==> src/logic/port_rb_pkg.sv <==
// constants and types for the port read-back and self-test block
package port_rb_pkg;
    localparam int          N_PINS         = 8;
    localparam int          N_UART         = 3;
    localparam int          ADDR_W         = 4;
    // register offsets
    localparam logic [3:0]  OFF_PORT_DATA  = 4'h0;
    localparam logic [3:0]  OFF_PORT_DIR   = 4'h1;
    localparam logic [3:0]  OFF_WAKE_EN    = 4'h2;
    localparam logic [3:0]  OFF_ANALOG_SEL = 4'h3;
    localparam logic [3:0]  OFF_OUTFN_SEL  = 4'h4;
    localparam logic [3:0]  OFF_RX_SEL     = 4'h5;
    localparam logic [3:0]  OFF_UNLOCK     = 4'h6;
    localparam logic [3:0]  OFF_BITOP      = 4'h7;
    localparam logic [3:0]  OFF_POWER      = 4'h8;
    localparam logic [3:0]  OFF_IRQ_STAT   = 4'h9;
    localparam logic [3:0]  OFF_IRQ_MASK   = 4'hA;
    // reset values
    localparam logic [7:0]  PORT_RST       = 8'hFF;
    localparam logic [7:0]  ZERO_RST       = 8'h00;
    localparam logic [2:0]  RX_SEL_RST     = 3'h0;
    // unlock key 11001010
    localparam logic [7:0]  UNLOCK_KEY     = 8'hCA;
    // bit operation command fields
    localparam int          BITOP_IDX_LSB  = 0;
    localparam int          BITOP_SET_POS  = 3;
    localparam int          BITOP_TGT_POS  = 4;
    // power register field
    localparam int          POWER_SLEEP_POS = 0;
    // interrupt status fields
    localparam int          STAT_WAKE_POS  = 0;
    localparam int          STAT_RB_POS    = 1;

    typedef enum logic {
        PWR_RUN,
        PWR_SLEEP
    } power_t;
endpackage

==> src/logic/level_sync.sv <==
// two-flop synchroniser for asynchronous inputs
`timescale 1ns/1ps
module level_sync #(
    parameter int WIDTH = 11
) (
    input  wire logic             clk_in,
    input  wire logic             arst_n_in,
    input  wire logic [WIDTH-1:0] d_in,
    output logic      [WIDTH-1:0] q_out
);
    typedef struct packed {
        logic [WIDTH-1:0] s1;
        logic [WIDTH-1:0] s2;
    } sync_t;

    sync_t sync_reg;
    sync_t sync_next;

    always_comb begin
        sync_next    = sync_reg;
        sync_next.s1 = d_in;
        sync_next.s2 = sync_reg.s1;
    end

    always_ff @(posedge clk_in or negedge arst_n_in) begin
        if (!arst_n_in) begin
            sync_reg <= '0;
        end else begin
            sync_reg <= sync_next;
        end
    end

    assign q_out = sync_reg.s2;
endmodule

==> src/logic/port_readback_selftest.sv <==
// port read-back self-test, rx source routing, port registers and wake-up
//
// Behaviour
// - writing key 11001010 to the unlock register enables read-back mode.
// - with read-back off, pins follow their selected function unchanged.
// - with read-back on, a port read returns the pin levels.
// - read-back off, output pin reads latch when direction 0, zero when 1.
// - read-back off, analogue path is off unless converter input selected.
// - read-back on forces analogue paths on; digital output feeds converter.
// - reset sets port data and direction registers to all ones.
// - bit set or clear reads whole port or direction register, modifies bit, writes byte back.
// - in sleep, falling edge on a wake-enabled pin wakes the device.
// - rx select bit picks default pin at 0, alternate pin at 1.
// - rx select bits 7 to 3 are not implemented and read as zero.
`timescale 1ns/1ps
module port_readback_selftest
    import port_rb_pkg::*;
(
    input  wire logic                    CORE_CLK_IN,
    input  wire logic                    ARST_N_IN,
    input  wire logic [port_rb_pkg::ADDR_W-1:0] ADDR_IN,
    input  wire logic [7:0]              WDATA_IN,
    input  wire logic                    WR_IN,
    input  wire logic                    RD_IN,
    output logic      [7:0]              RDATA_OUT,
    input  wire logic [port_rb_pkg::N_PINS-1:0] PORT_PIN_IN,
    output logic      [port_rb_pkg::N_PINS-1:0] PORT_PIN_OUT,
    output logic      [port_rb_pkg::N_PINS-1:0] PORT_PIN_OE_OUT,
    output logic      [port_rb_pkg::N_PINS-1:0] ADC_PATH_ON_OUT,
    input  wire logic [port_rb_pkg::N_UART-1:0] UART_RX_DEF_IN,
    input  wire logic [port_rb_pkg::N_UART-1:0] UART_RX_ALT_IN,
    output logic      [port_rb_pkg::N_UART-1:0] UART_RX_OUT,
    output logic                         READ_BACK_EN_OUT,
    output logic                         SLEEP_OUT,
    output logic                         IRQ_OUT
);
    import port_rb_pkg::*;

    typedef struct packed {
        logic [7:0] data;
        logic [7:0] dir;
        logic [7:0] wake_en;
        logic [7:0] analog_sel;
        logic [7:0] outfn_sel;
        logic [7:0] unlock;
        logic [7:0] irq_stat;
        logic [7:0] irq_mask;
        logic [7:0] pin_prev;
        logic [7:0] rdata;
        logic [7:0] pin_out;
        logic [7:0] pin_oe;
        logic [7:0] adc_path;
        logic [2:0] rx_sel;
        logic [2:0] uart_rx;
        logic       read_back_enable;
        logic       irq;
        power_t     power;
    } state_t;

    state_t st_reg;
    state_t st_next;

    logic [N_PINS-1:0] pin_sync;
    logic [N_UART-1:0] rx_def_sync;
    logic [N_UART-1:0] rx_alt_sync;
    logic [7:0]        port_val;
    logic [7:0]        fall;
    logic [7:0]        bitop_src;
    logic [7:0]        bitop_val;
    logic [2:0]        bitop_idx;
    logic              wr_hit_unlock;

    // pins and uart inputs cross in through two flops
    level_sync #(
        .WIDTH (N_PINS + 2 * N_UART)
    ) u_sync (
        .clk_in    (CORE_CLK_IN),
        .arst_n_in (ARST_N_IN),
        .d_in      ({UART_RX_ALT_IN, UART_RX_DEF_IN, PORT_PIN_IN}),
        .q_out     ({rx_alt_sync, rx_def_sync, pin_sync})
    );

    // per-pin read value of the port
    genvar gi;
    generate
        for (gi = 0; gi < N_PINS; gi++) begin : g_pin
            assign port_val[gi] = st_reg.read_back_enable ? pin_sync[gi] :
                                  st_reg.analog_sel[gi]   ? 1'b0 :
                                  st_reg.outfn_sel[gi]    ?
                                  (st_reg.dir[gi] ? 1'b0 : st_reg.data[gi]) :
                                  pin_sync[gi];
            assign fall[gi] = st_reg.pin_prev[gi] & ~pin_sync[gi];
        end
    endgenerate

    // read-modify-write source and result
    assign bitop_idx = WDATA_IN[BITOP_IDX_LSB +: 3];
    assign bitop_src = WDATA_IN[BITOP_TGT_POS] ? st_reg.dir : port_val;
    always_comb begin
        bitop_val            = bitop_src;
        bitop_val[bitop_idx] = WDATA_IN[BITOP_SET_POS];
    end

    assign wr_hit_unlock = WR_IN && (ADDR_IN == OFF_UNLOCK);

    always_comb begin
        st_next          = st_reg;
        st_next.pin_prev = pin_sync;
        st_next.rdata    = ZERO_RST;
        // register writes
        if (WR_IN) begin
            case (ADDR_IN)
                OFF_PORT_DATA: begin
                    st_next.data = WDATA_IN;
                end
                OFF_PORT_DIR: begin
                    st_next.dir = WDATA_IN;
                end
                OFF_WAKE_EN: begin
                    st_next.wake_en = WDATA_IN;
                end
                OFF_ANALOG_SEL: begin
                    st_next.analog_sel = WDATA_IN;
                end
                OFF_OUTFN_SEL: begin
                    st_next.outfn_sel = WDATA_IN;
                end
                OFF_RX_SEL: begin
                    st_next.rx_sel = WDATA_IN[2:0];
                end
                OFF_UNLOCK: begin
                    st_next.unlock = WDATA_IN;
                end
                OFF_BITOP: begin
                    if (WDATA_IN[BITOP_TGT_POS]) begin
                        st_next.dir = bitop_val;
                    end else begin
                        st_next.data = bitop_val;
                    end
                end
                OFF_POWER: begin
                    if (WDATA_IN[POWER_SLEEP_POS]) begin
                        st_next.power = PWR_SLEEP;
                    end
                end
                OFF_IRQ_MASK: begin
                    st_next.irq_mask = WDATA_IN;
                end
                default: begin
                end
            endcase
        end
        // register reads, data one cycle later
        if (RD_IN) begin
            case (ADDR_IN)
                OFF_PORT_DATA:  st_next.rdata = port_val;
                OFF_PORT_DIR:   st_next.rdata = st_reg.dir;
                OFF_WAKE_EN:    st_next.rdata = st_reg.wake_en;
                OFF_ANALOG_SEL: st_next.rdata = st_reg.analog_sel;
                OFF_OUTFN_SEL:  st_next.rdata = st_reg.outfn_sel;
                OFF_RX_SEL:     st_next.rdata = {5'h0_0, st_reg.rx_sel};
                OFF_UNLOCK:     st_next.rdata = st_reg.unlock;
                OFF_POWER:      st_next.rdata = {7'h0_0, st_reg.power == PWR_SLEEP};
                OFF_IRQ_STAT:   st_next.rdata = st_reg.irq_stat;
                OFF_IRQ_MASK:   st_next.rdata = st_reg.irq_mask;
                default:        st_next.rdata = ZERO_RST;
            endcase
            if (ADDR_IN == OFF_IRQ_STAT) begin
                st_next.irq_stat = ZERO_RST;
            end
        end
        // key compare on the new unlock value
        st_next.read_back_enable = (st_next.unlock == UNLOCK_KEY);
        // wake on falling edge of an enabled pin
        case (st_reg.power)
            PWR_RUN: begin
            end
            PWR_SLEEP: begin
                if ((fall & st_reg.wake_en) != 8'h00) begin
                    st_next.power                  = PWR_RUN;
                    st_next.irq_stat[STAT_WAKE_POS] = 1'b1;
                end
            end
            default: begin
                st_next.power = PWR_RUN;
            end
        endcase
        // entering read-back mode is an event; set beats read clear
        if (st_next.read_back_enable && !st_reg.read_back_enable) begin
            st_next.irq_stat[STAT_RB_POS] = 1'b1;
        end
        st_next.irq = (st_next.irq_stat & st_next.irq_mask) != 8'h00;
        // pin drive and analogue path
        st_next.pin_out  = st_next.data;
        st_next.pin_oe   = ~st_next.dir &
                           (~st_next.analog_sel | {8{st_next.read_back_enable}});
        st_next.adc_path = st_next.read_back_enable ? 8'hFF :
                           st_next.analog_sel;
        // rx source routing
        for (int i = 0; i < N_UART; i++) begin
            st_next.uart_rx[i] = st_reg.rx_sel[i] ? rx_alt_sync[i] : rx_def_sync[i];
        end
    end

    always_ff @(posedge CORE_CLK_IN or negedge ARST_N_IN) begin
        if (!ARST_N_IN) begin
            st_reg                  <= '0;
            st_reg.data             <= PORT_RST;
            st_reg.dir              <= PORT_RST;
            st_reg.pin_out          <= PORT_RST;
            st_reg.rx_sel           <= RX_SEL_RST;
            st_reg.power            <= PWR_RUN;
        end else begin
            st_reg <= st_next;
        end
    end

    assign RDATA_OUT        = st_reg.rdata;
    assign PORT_PIN_OUT     = st_reg.pin_out;
    assign PORT_PIN_OE_OUT  = st_reg.pin_oe;
    assign ADC_PATH_ON_OUT  = st_reg.adc_path;
    assign UART_RX_OUT      = st_reg.uart_rx;
    assign READ_BACK_EN_OUT = st_reg.read_back_enable;
    assign SLEEP_OUT        = (st_reg.power == PWR_SLEEP);
    assign IRQ_OUT          = st_reg.irq;
endmodule

==> config.mk <==
export PLATFORM = sky130hd
export DESIGN_NAME = port_readback_selftest
export DESIGN_NICKNAME = d
export VERILOG_FILES = /design/src/logic/port_rb_pkg.sv /design/src/logic/level_sync.sv /design/src/logic/port_readback_selftest.sv
export SDC_FILE = /design/constraint.sdc
export NUM_CORES = 1
export LEC_CHECK = 0
export BUFFER_PORTS_ARGS = -buffer_cell sky130_fd_sc_hd__buf_4
export CORE_MARGIN = 2
export CORE_UTILIZATION = 45
export CTS_CLUSTER_SIZE = 28
export DETAILED_ROUTE_END_ITERATION = 16
export GPL_TIMING_DRIVEN = 0
export PLACE_DENSITY_LB_ADDON = 0.3
export SYNTH_ARGS = -nofsm -noshare
export SYNTH_HDL_FRONTEND = slang
export SYNTH_SLANG_ARGS = --single-unit
==> constraint.sdc <==
create_clock -name CORE_CLK_IN -period 5 [get_ports CORE_CLK_IN]
set_clock_uncertainty 0.2 [all_clocks]
set_input_delay 1.5 -clock CORE_CLK_IN [delete_from_list [all_inputs] [get_ports CORE_CLK_IN]]
set_output_delay 1.5 -clock CORE_CLK_IN [all_outputs]
set_load 0.05 [all_outputs]
Word level (Yosys, flattened, before mapping)
Index checks and enable logic that the tools add are counted.
{"block": "word_totals", "regBits": 133}
{"block": "classes", "bitwise_logic": 22, "n_reduce_logical": 11, "magnitude_cmp": 2, "n_eq_ne": 12, "muxes": 63}
{"operator": "$mux W8", "count": 13}
{"operator": "$pmux W8 S10", "count": 1}
{"operator": "$mux W1", "count": 44}
{"operator": "$mux W40", "count": 1}
{"operator": "$pmux W8 S2", "count": 2}
{"operator": "$and A8 B8 Y8", "count": 3}
{"operator": "$eq A4 B3 Y1 const B", "count": 4}
{"operator": "$not A8 Y8", "count": 2}
{"operator": "$reduce_bool A8 Y1", "count": 2}
{"operator": "$eq A4 B4 Y1 const B", "count": 3}
{"operator": "$and A1 B1 Y1", "count": 8}
{"operator": "$bwmux W8", "count": 1}
{"operator": "$eq A4 B2 Y1 const B", "count": 2}
{"operator": "$eq A8 B8 Y1 const B", "count": 1}
{"operator": "$not A1 Y1", "count": 8}
{"operator": "$or A8 B8 Y8", "count": 1}
{"operator": "$reduce_and A2 Y1", "count": 3}
{"operator": "$eq A4 B1 Y1 const B", "count": 1}
{"operator": "$logic_not A4 Y1", "count": 1}
{"operator": "$lt A3 B4 Y1 const B", "count": 1}
{"operator": "$demux W1 S3", "count": 1}
{"operator": "$ge A3 B1 Y1 const B", "count": 1}
{"operator": "$reduce_and A3 Y1", "count": 1}
{"operator": "$logic_and A1 B1 Y1", "count": 2}
{"operator": "3 further kinds", "count": 3}

Logic depth before layout (Yosys ltp)
{"block": "logic_depth", "word_depth": 14, "mapped_depth": 9}

Hierarchy
Synthesis repeated with hierarchy kept, for this count alone.
{"block": "unflattened", "cells_unflattened": 552, "area_unflattened_um2": 6077.1}
{"module": "port_readback_selftest", "area_per_inst_um2": 5376.4, "seq_area_each_um2": 2647.5, "cells_each": 524, "n_inst": 1}
{"module": "level_sync", "area_per_inst_um2": 700.7, "seq_area_each_um2": 700.7, "cells_each": 28, "n_inst": 1}

Worst setup path before layout
Ideal clock, no wire load.
{"block": "synth_timing", "path_type": "input to register", "from": "in ADDR_IN[3] in the netlist's numbering", "to": "reg st_reg, in the netlist IRQ_OUT", "path_slack_ps": 1663, "arrival_time_ps": 3011, "setup_time_ps": 126, "n_path_buf": 1, "path_stages": 7, "cell_sequence": "nor2b_1 -> and3_1 -> buf_2 -> mux2_2 -> a22oi_1 -> nand3_1 -> a221o_1"}
{"item": "start: declaration", "line_no": "port_readback_selftest.sv:21", "source": "input wire logic [port_rb_pkg::ADDR_W-1:0] ADDR_IN,"}
{"item": "end signal: assignment", "line_no": "port_readback_selftest.sv:214", "source": "st_reg <= st_next;"}
{"item": "end: declaration", "line_no": "port_readback_selftest.sv:60", "source": "state_t st_reg;"}

==> results by group <==
Outcome
  • Status: complete, no violations

Logic synthesis
  • FFs w/ async S/R, synth: 1.00
  • Synth unique cells: 55
  • Synth Net Count: 582
  • Synth area leader: dfrtp_1
  • Number of synthesized register bits: 133
  • Synth top area cells: dfrtp_1, mux2_2, dfstp_2, buf_4, o21ai_0
  • Seq/Total Area, Yosys: 0.551
  • Yosys top cell area share: 0.482
  • Top-count cell post-synth: dfrtp_1
  • Syn Inst Count: 552
  • Top_reg_cell synth: dfrtp_1
  • Mapped Area: 0.00608 sq mm
  • Number of flops mapped to enable cells by yosys: 0
  • Synth cell count leaders: dfrtp_1, mux2_2, nand2_1
  • Ys Warns: 0
  • Mean area per synthesized cell: 11.0 sq um

Clocking
  • TritonCTS clock tree: done
  • Clock buffer count from CTS: 17
  • Skew-Pair Late Insertion Delay: 0.43 ns
  • Sink Count: 133
  • H-tree depth: 4
  • Post-CTS setup buffers: 0
  • Max Buffers Root-to-Sink: 2
  • Hold bufs inserted after CTS: 0
  • CTS resizes: 0
  • Reg clk slew, reported paths: 0.06 ns
  • CTS root buffer: clkbuf_16

Timing
  • Least-Margin Pin Slew: 0.807 ns
  • Final TNS setup: 0 ns
  • Rel. slew slack: 0.457
  • RSZ-0062 raised after global routing: false
  • Final min period: 3.70 ns
  • Fin worst setup slack: 1.30 ns
  • Final hold vios: 0
  • Achievable clock frequency: 0.270 GHz
  • Max-slew violations: 0
  • Setup violations, final: 0
  • Period utilisation layout: 0.740
  • Hold Slack: 0.146 ns

Placement
  • Post-DP HPWL: 12900 um
  • Pre-CTS worst setup slack: 0.933 ns
  • Routability cong.: 0.946
  • IO buf count: 64
  • Area after DPL: 0.00681 sq mm

Die
  • Chip height: 120 um
  • Starting density of the core: 0.461
  • Die X: 120 um
  • IO Count: 68
  • Core area: 0.0132 sq mm
  • Die Footprint: 0.0145 sq mm
  • Rows: 42

Power and ir drop
  • Leak: 0.00332 uW
  • Clock network fraction of total power: 0.372
  • Pint: 2500 uW
  • PD cells: 482 mW/mm^2
  • Seq pwr share: 0.399
  • VDD IR max: 230 uV
  • Switching Share: 0.303
  • Net Sw Power: 1090 uW
  • Gate power share: 0.228

Setup path
  • Crit-path cells: buf_4 -> nor2b_1 -> and3_1 -> buf_2 -> mux2_2 -> a22oi_1 -> nand3_1 -> a221o_1
  • Flop2flop setup slack: 2.83 ns
  • Reg2reg end: PORT_PIN_OUT[0]
  • Arr. time, crit path: 3.80 ns
  • Setup CP Type: in -> reg
  • Critical path's slowest cell: nor2b_1
  • Critical path capture point type: flip-flop
  • Worst reg2reg path depth: 6
  • Critical R2R Launch: READ_BACK_EN_OUT
  • CP peak stage delay: 0.56 ns
  • WP data required: 5.10 ns
  • Crit Path Max Fanout: 8
  • Critical path launch point type: primary input

Worst hold path
  • Startpoint of the worst hold path: u_sync.sync_next[13]
  • Hold Path Class: reg -> reg
  • Hold endpoint: u_sync.q_out[13]
  • Worst hold stages: 0

Routing
  • Remaining design rule violation count: 0
  • DR iter-0 viols: 443
  • Routed WL: 18000 um
  • WL/cell: 21.8 um
  • Post-DRT Antenna Nets: 0
  • DR vias: 4713
  • DRT Pass-1 Iters: 5
  • Vias per inst: 5.71

Finish
  • # diodes: 0
  • Max FFs per register: 67
  • Fillers: 1152
  • Final instance area: 0.00744 sq mm
  • Area growth from synthesis to layout: 22.5%
  • Fin nets: 666
  • Layout cells sized above 1: 0.316
  • Fin util: 0.564

GRT
  • Number of global-route vias before repair: 4731
  • Gr ovfl total: 0
  • First-pass GRT wire length: 27800 um
  • Antenna violations before repair: 0
  • Largest net degree at the start of global routing: 77
  • GRT Total Usage: 0.263

Job
  • Max-cap violations: 0
critical path: cells and delay by family:
kind / cells / cell delay (ns)
AND/OR/NAND/NOR: 3 / 0.94
AO/OA/AOI/OAI: 2 / 0.62
multiplexers: 1 / 0.37
buffers and inverters: 2 / 0.36
layout make-up:
type / instances / area [sq um] / area share
Sequential cell: 133 / 3350 / 0.450
Clock inverter: 9 / 148 / 0.0198
Inverter: 4 / 15.0 / 0.00202
Tap cell: 176 / 220 / 0.0296
Buffer: 66 / 395 / 0.0531
Timing Repair Buffer: 65 / 512 / 0.0687
Clock buffer: 23 / 488 / 0.0655
Multi-Input combinational cell: 349 / 2320 / 0.311
layer usage:
layer  track usage  part of all wire
met3        0.0571             0.057
met2         0.400              0.46
met4         0.120             0.032
met5             0                 0
met1         0.363              0.45
power by group through the flow:
stage / clock (uW) / sequential, uW / combinational [uW]
2_1_floorplan: 0 / 1390 / 589
3_3_place_gp: 0 / 1440 / 805
3_5_place_dp: 0 / 1450 / 819
4_1_cts: 1350 / 1430 / 823
5_1_grt: 1400 / 1450 / 878
6_report: 1340 / 1430 / 820
worst max-delay path by stage:
stage / from / end / slack [ns] / cells after the start
after floorplan: ADDR_IN[3] / IRQ_OUT / 1.66 / 7
after global placement: ADDR_IN[2] / IRQ_OUT / 0.89 / 8
after detailed placement: ADDR_IN[2] / IRQ_OUT / 0.93 / 8
after CTS: ADDR_IN[2] / IRQ_OUT / 1.37 / 8
after global routing: ADDR_IN[2] / IRQ_OUT / 1.18 / 8
final: ADDR_IN[2] / IRQ_OUT / 1.30 / 8
cells in the final DEF, fill, tap and decap left out, types with 2 or more instances in the layout:
cell       count
a211oi_1       3
a21oi_1       22
a221oi_1       7
a22o_1        16
a22oi_1       13
a31oi_1        3
and2_1         6
and3_1         5
buf_2          7
buf_4        100
bufinv_16      4
clkbuf_1      23
clkbuf_16     17
clkbuf_8       4
clkinv_2       4
dfrtp_1      117
dfstp_2       16
inv_1          2
mux2_2        47
mux2i_1       12
nand2_1       47
nand2b_1       7
nand3_1        8
nand3b_1       2
nand4_1        2
nor2_1        39
nor2b_1       10
nor3_1         4
nor3b_1        5
nor4_1         4
nor4bb_1       3
o21a_1         2
o21ai_0       37
o21ai_1        4
o21bai_1       4
o22a_1         2
o22ai_1        7
o31ai_1        4
or2_1          7
cells by family after synthesis:
family                 count (synthesis)  synth area share
and+or+nand+nor                      156             0.129
AOI/OAI and AO/OA                    134             0.145
DFF                                  133             0.551
buffers and inverters                 70            0.0675
muxes                                 59             0.107
per-stage QoR:
stage / power (uW) / std cells
5_1_grt: 3730 / 825
4_1_cts: 3610 / 825
3_5_place_dp: 2270 / 793
6_report: 3590 / 825
3_3_place_gp: 2250 / 792
2_1_floorplan: 1980 / 552
No activity file was read; power rests on OpenSTA's default activity.
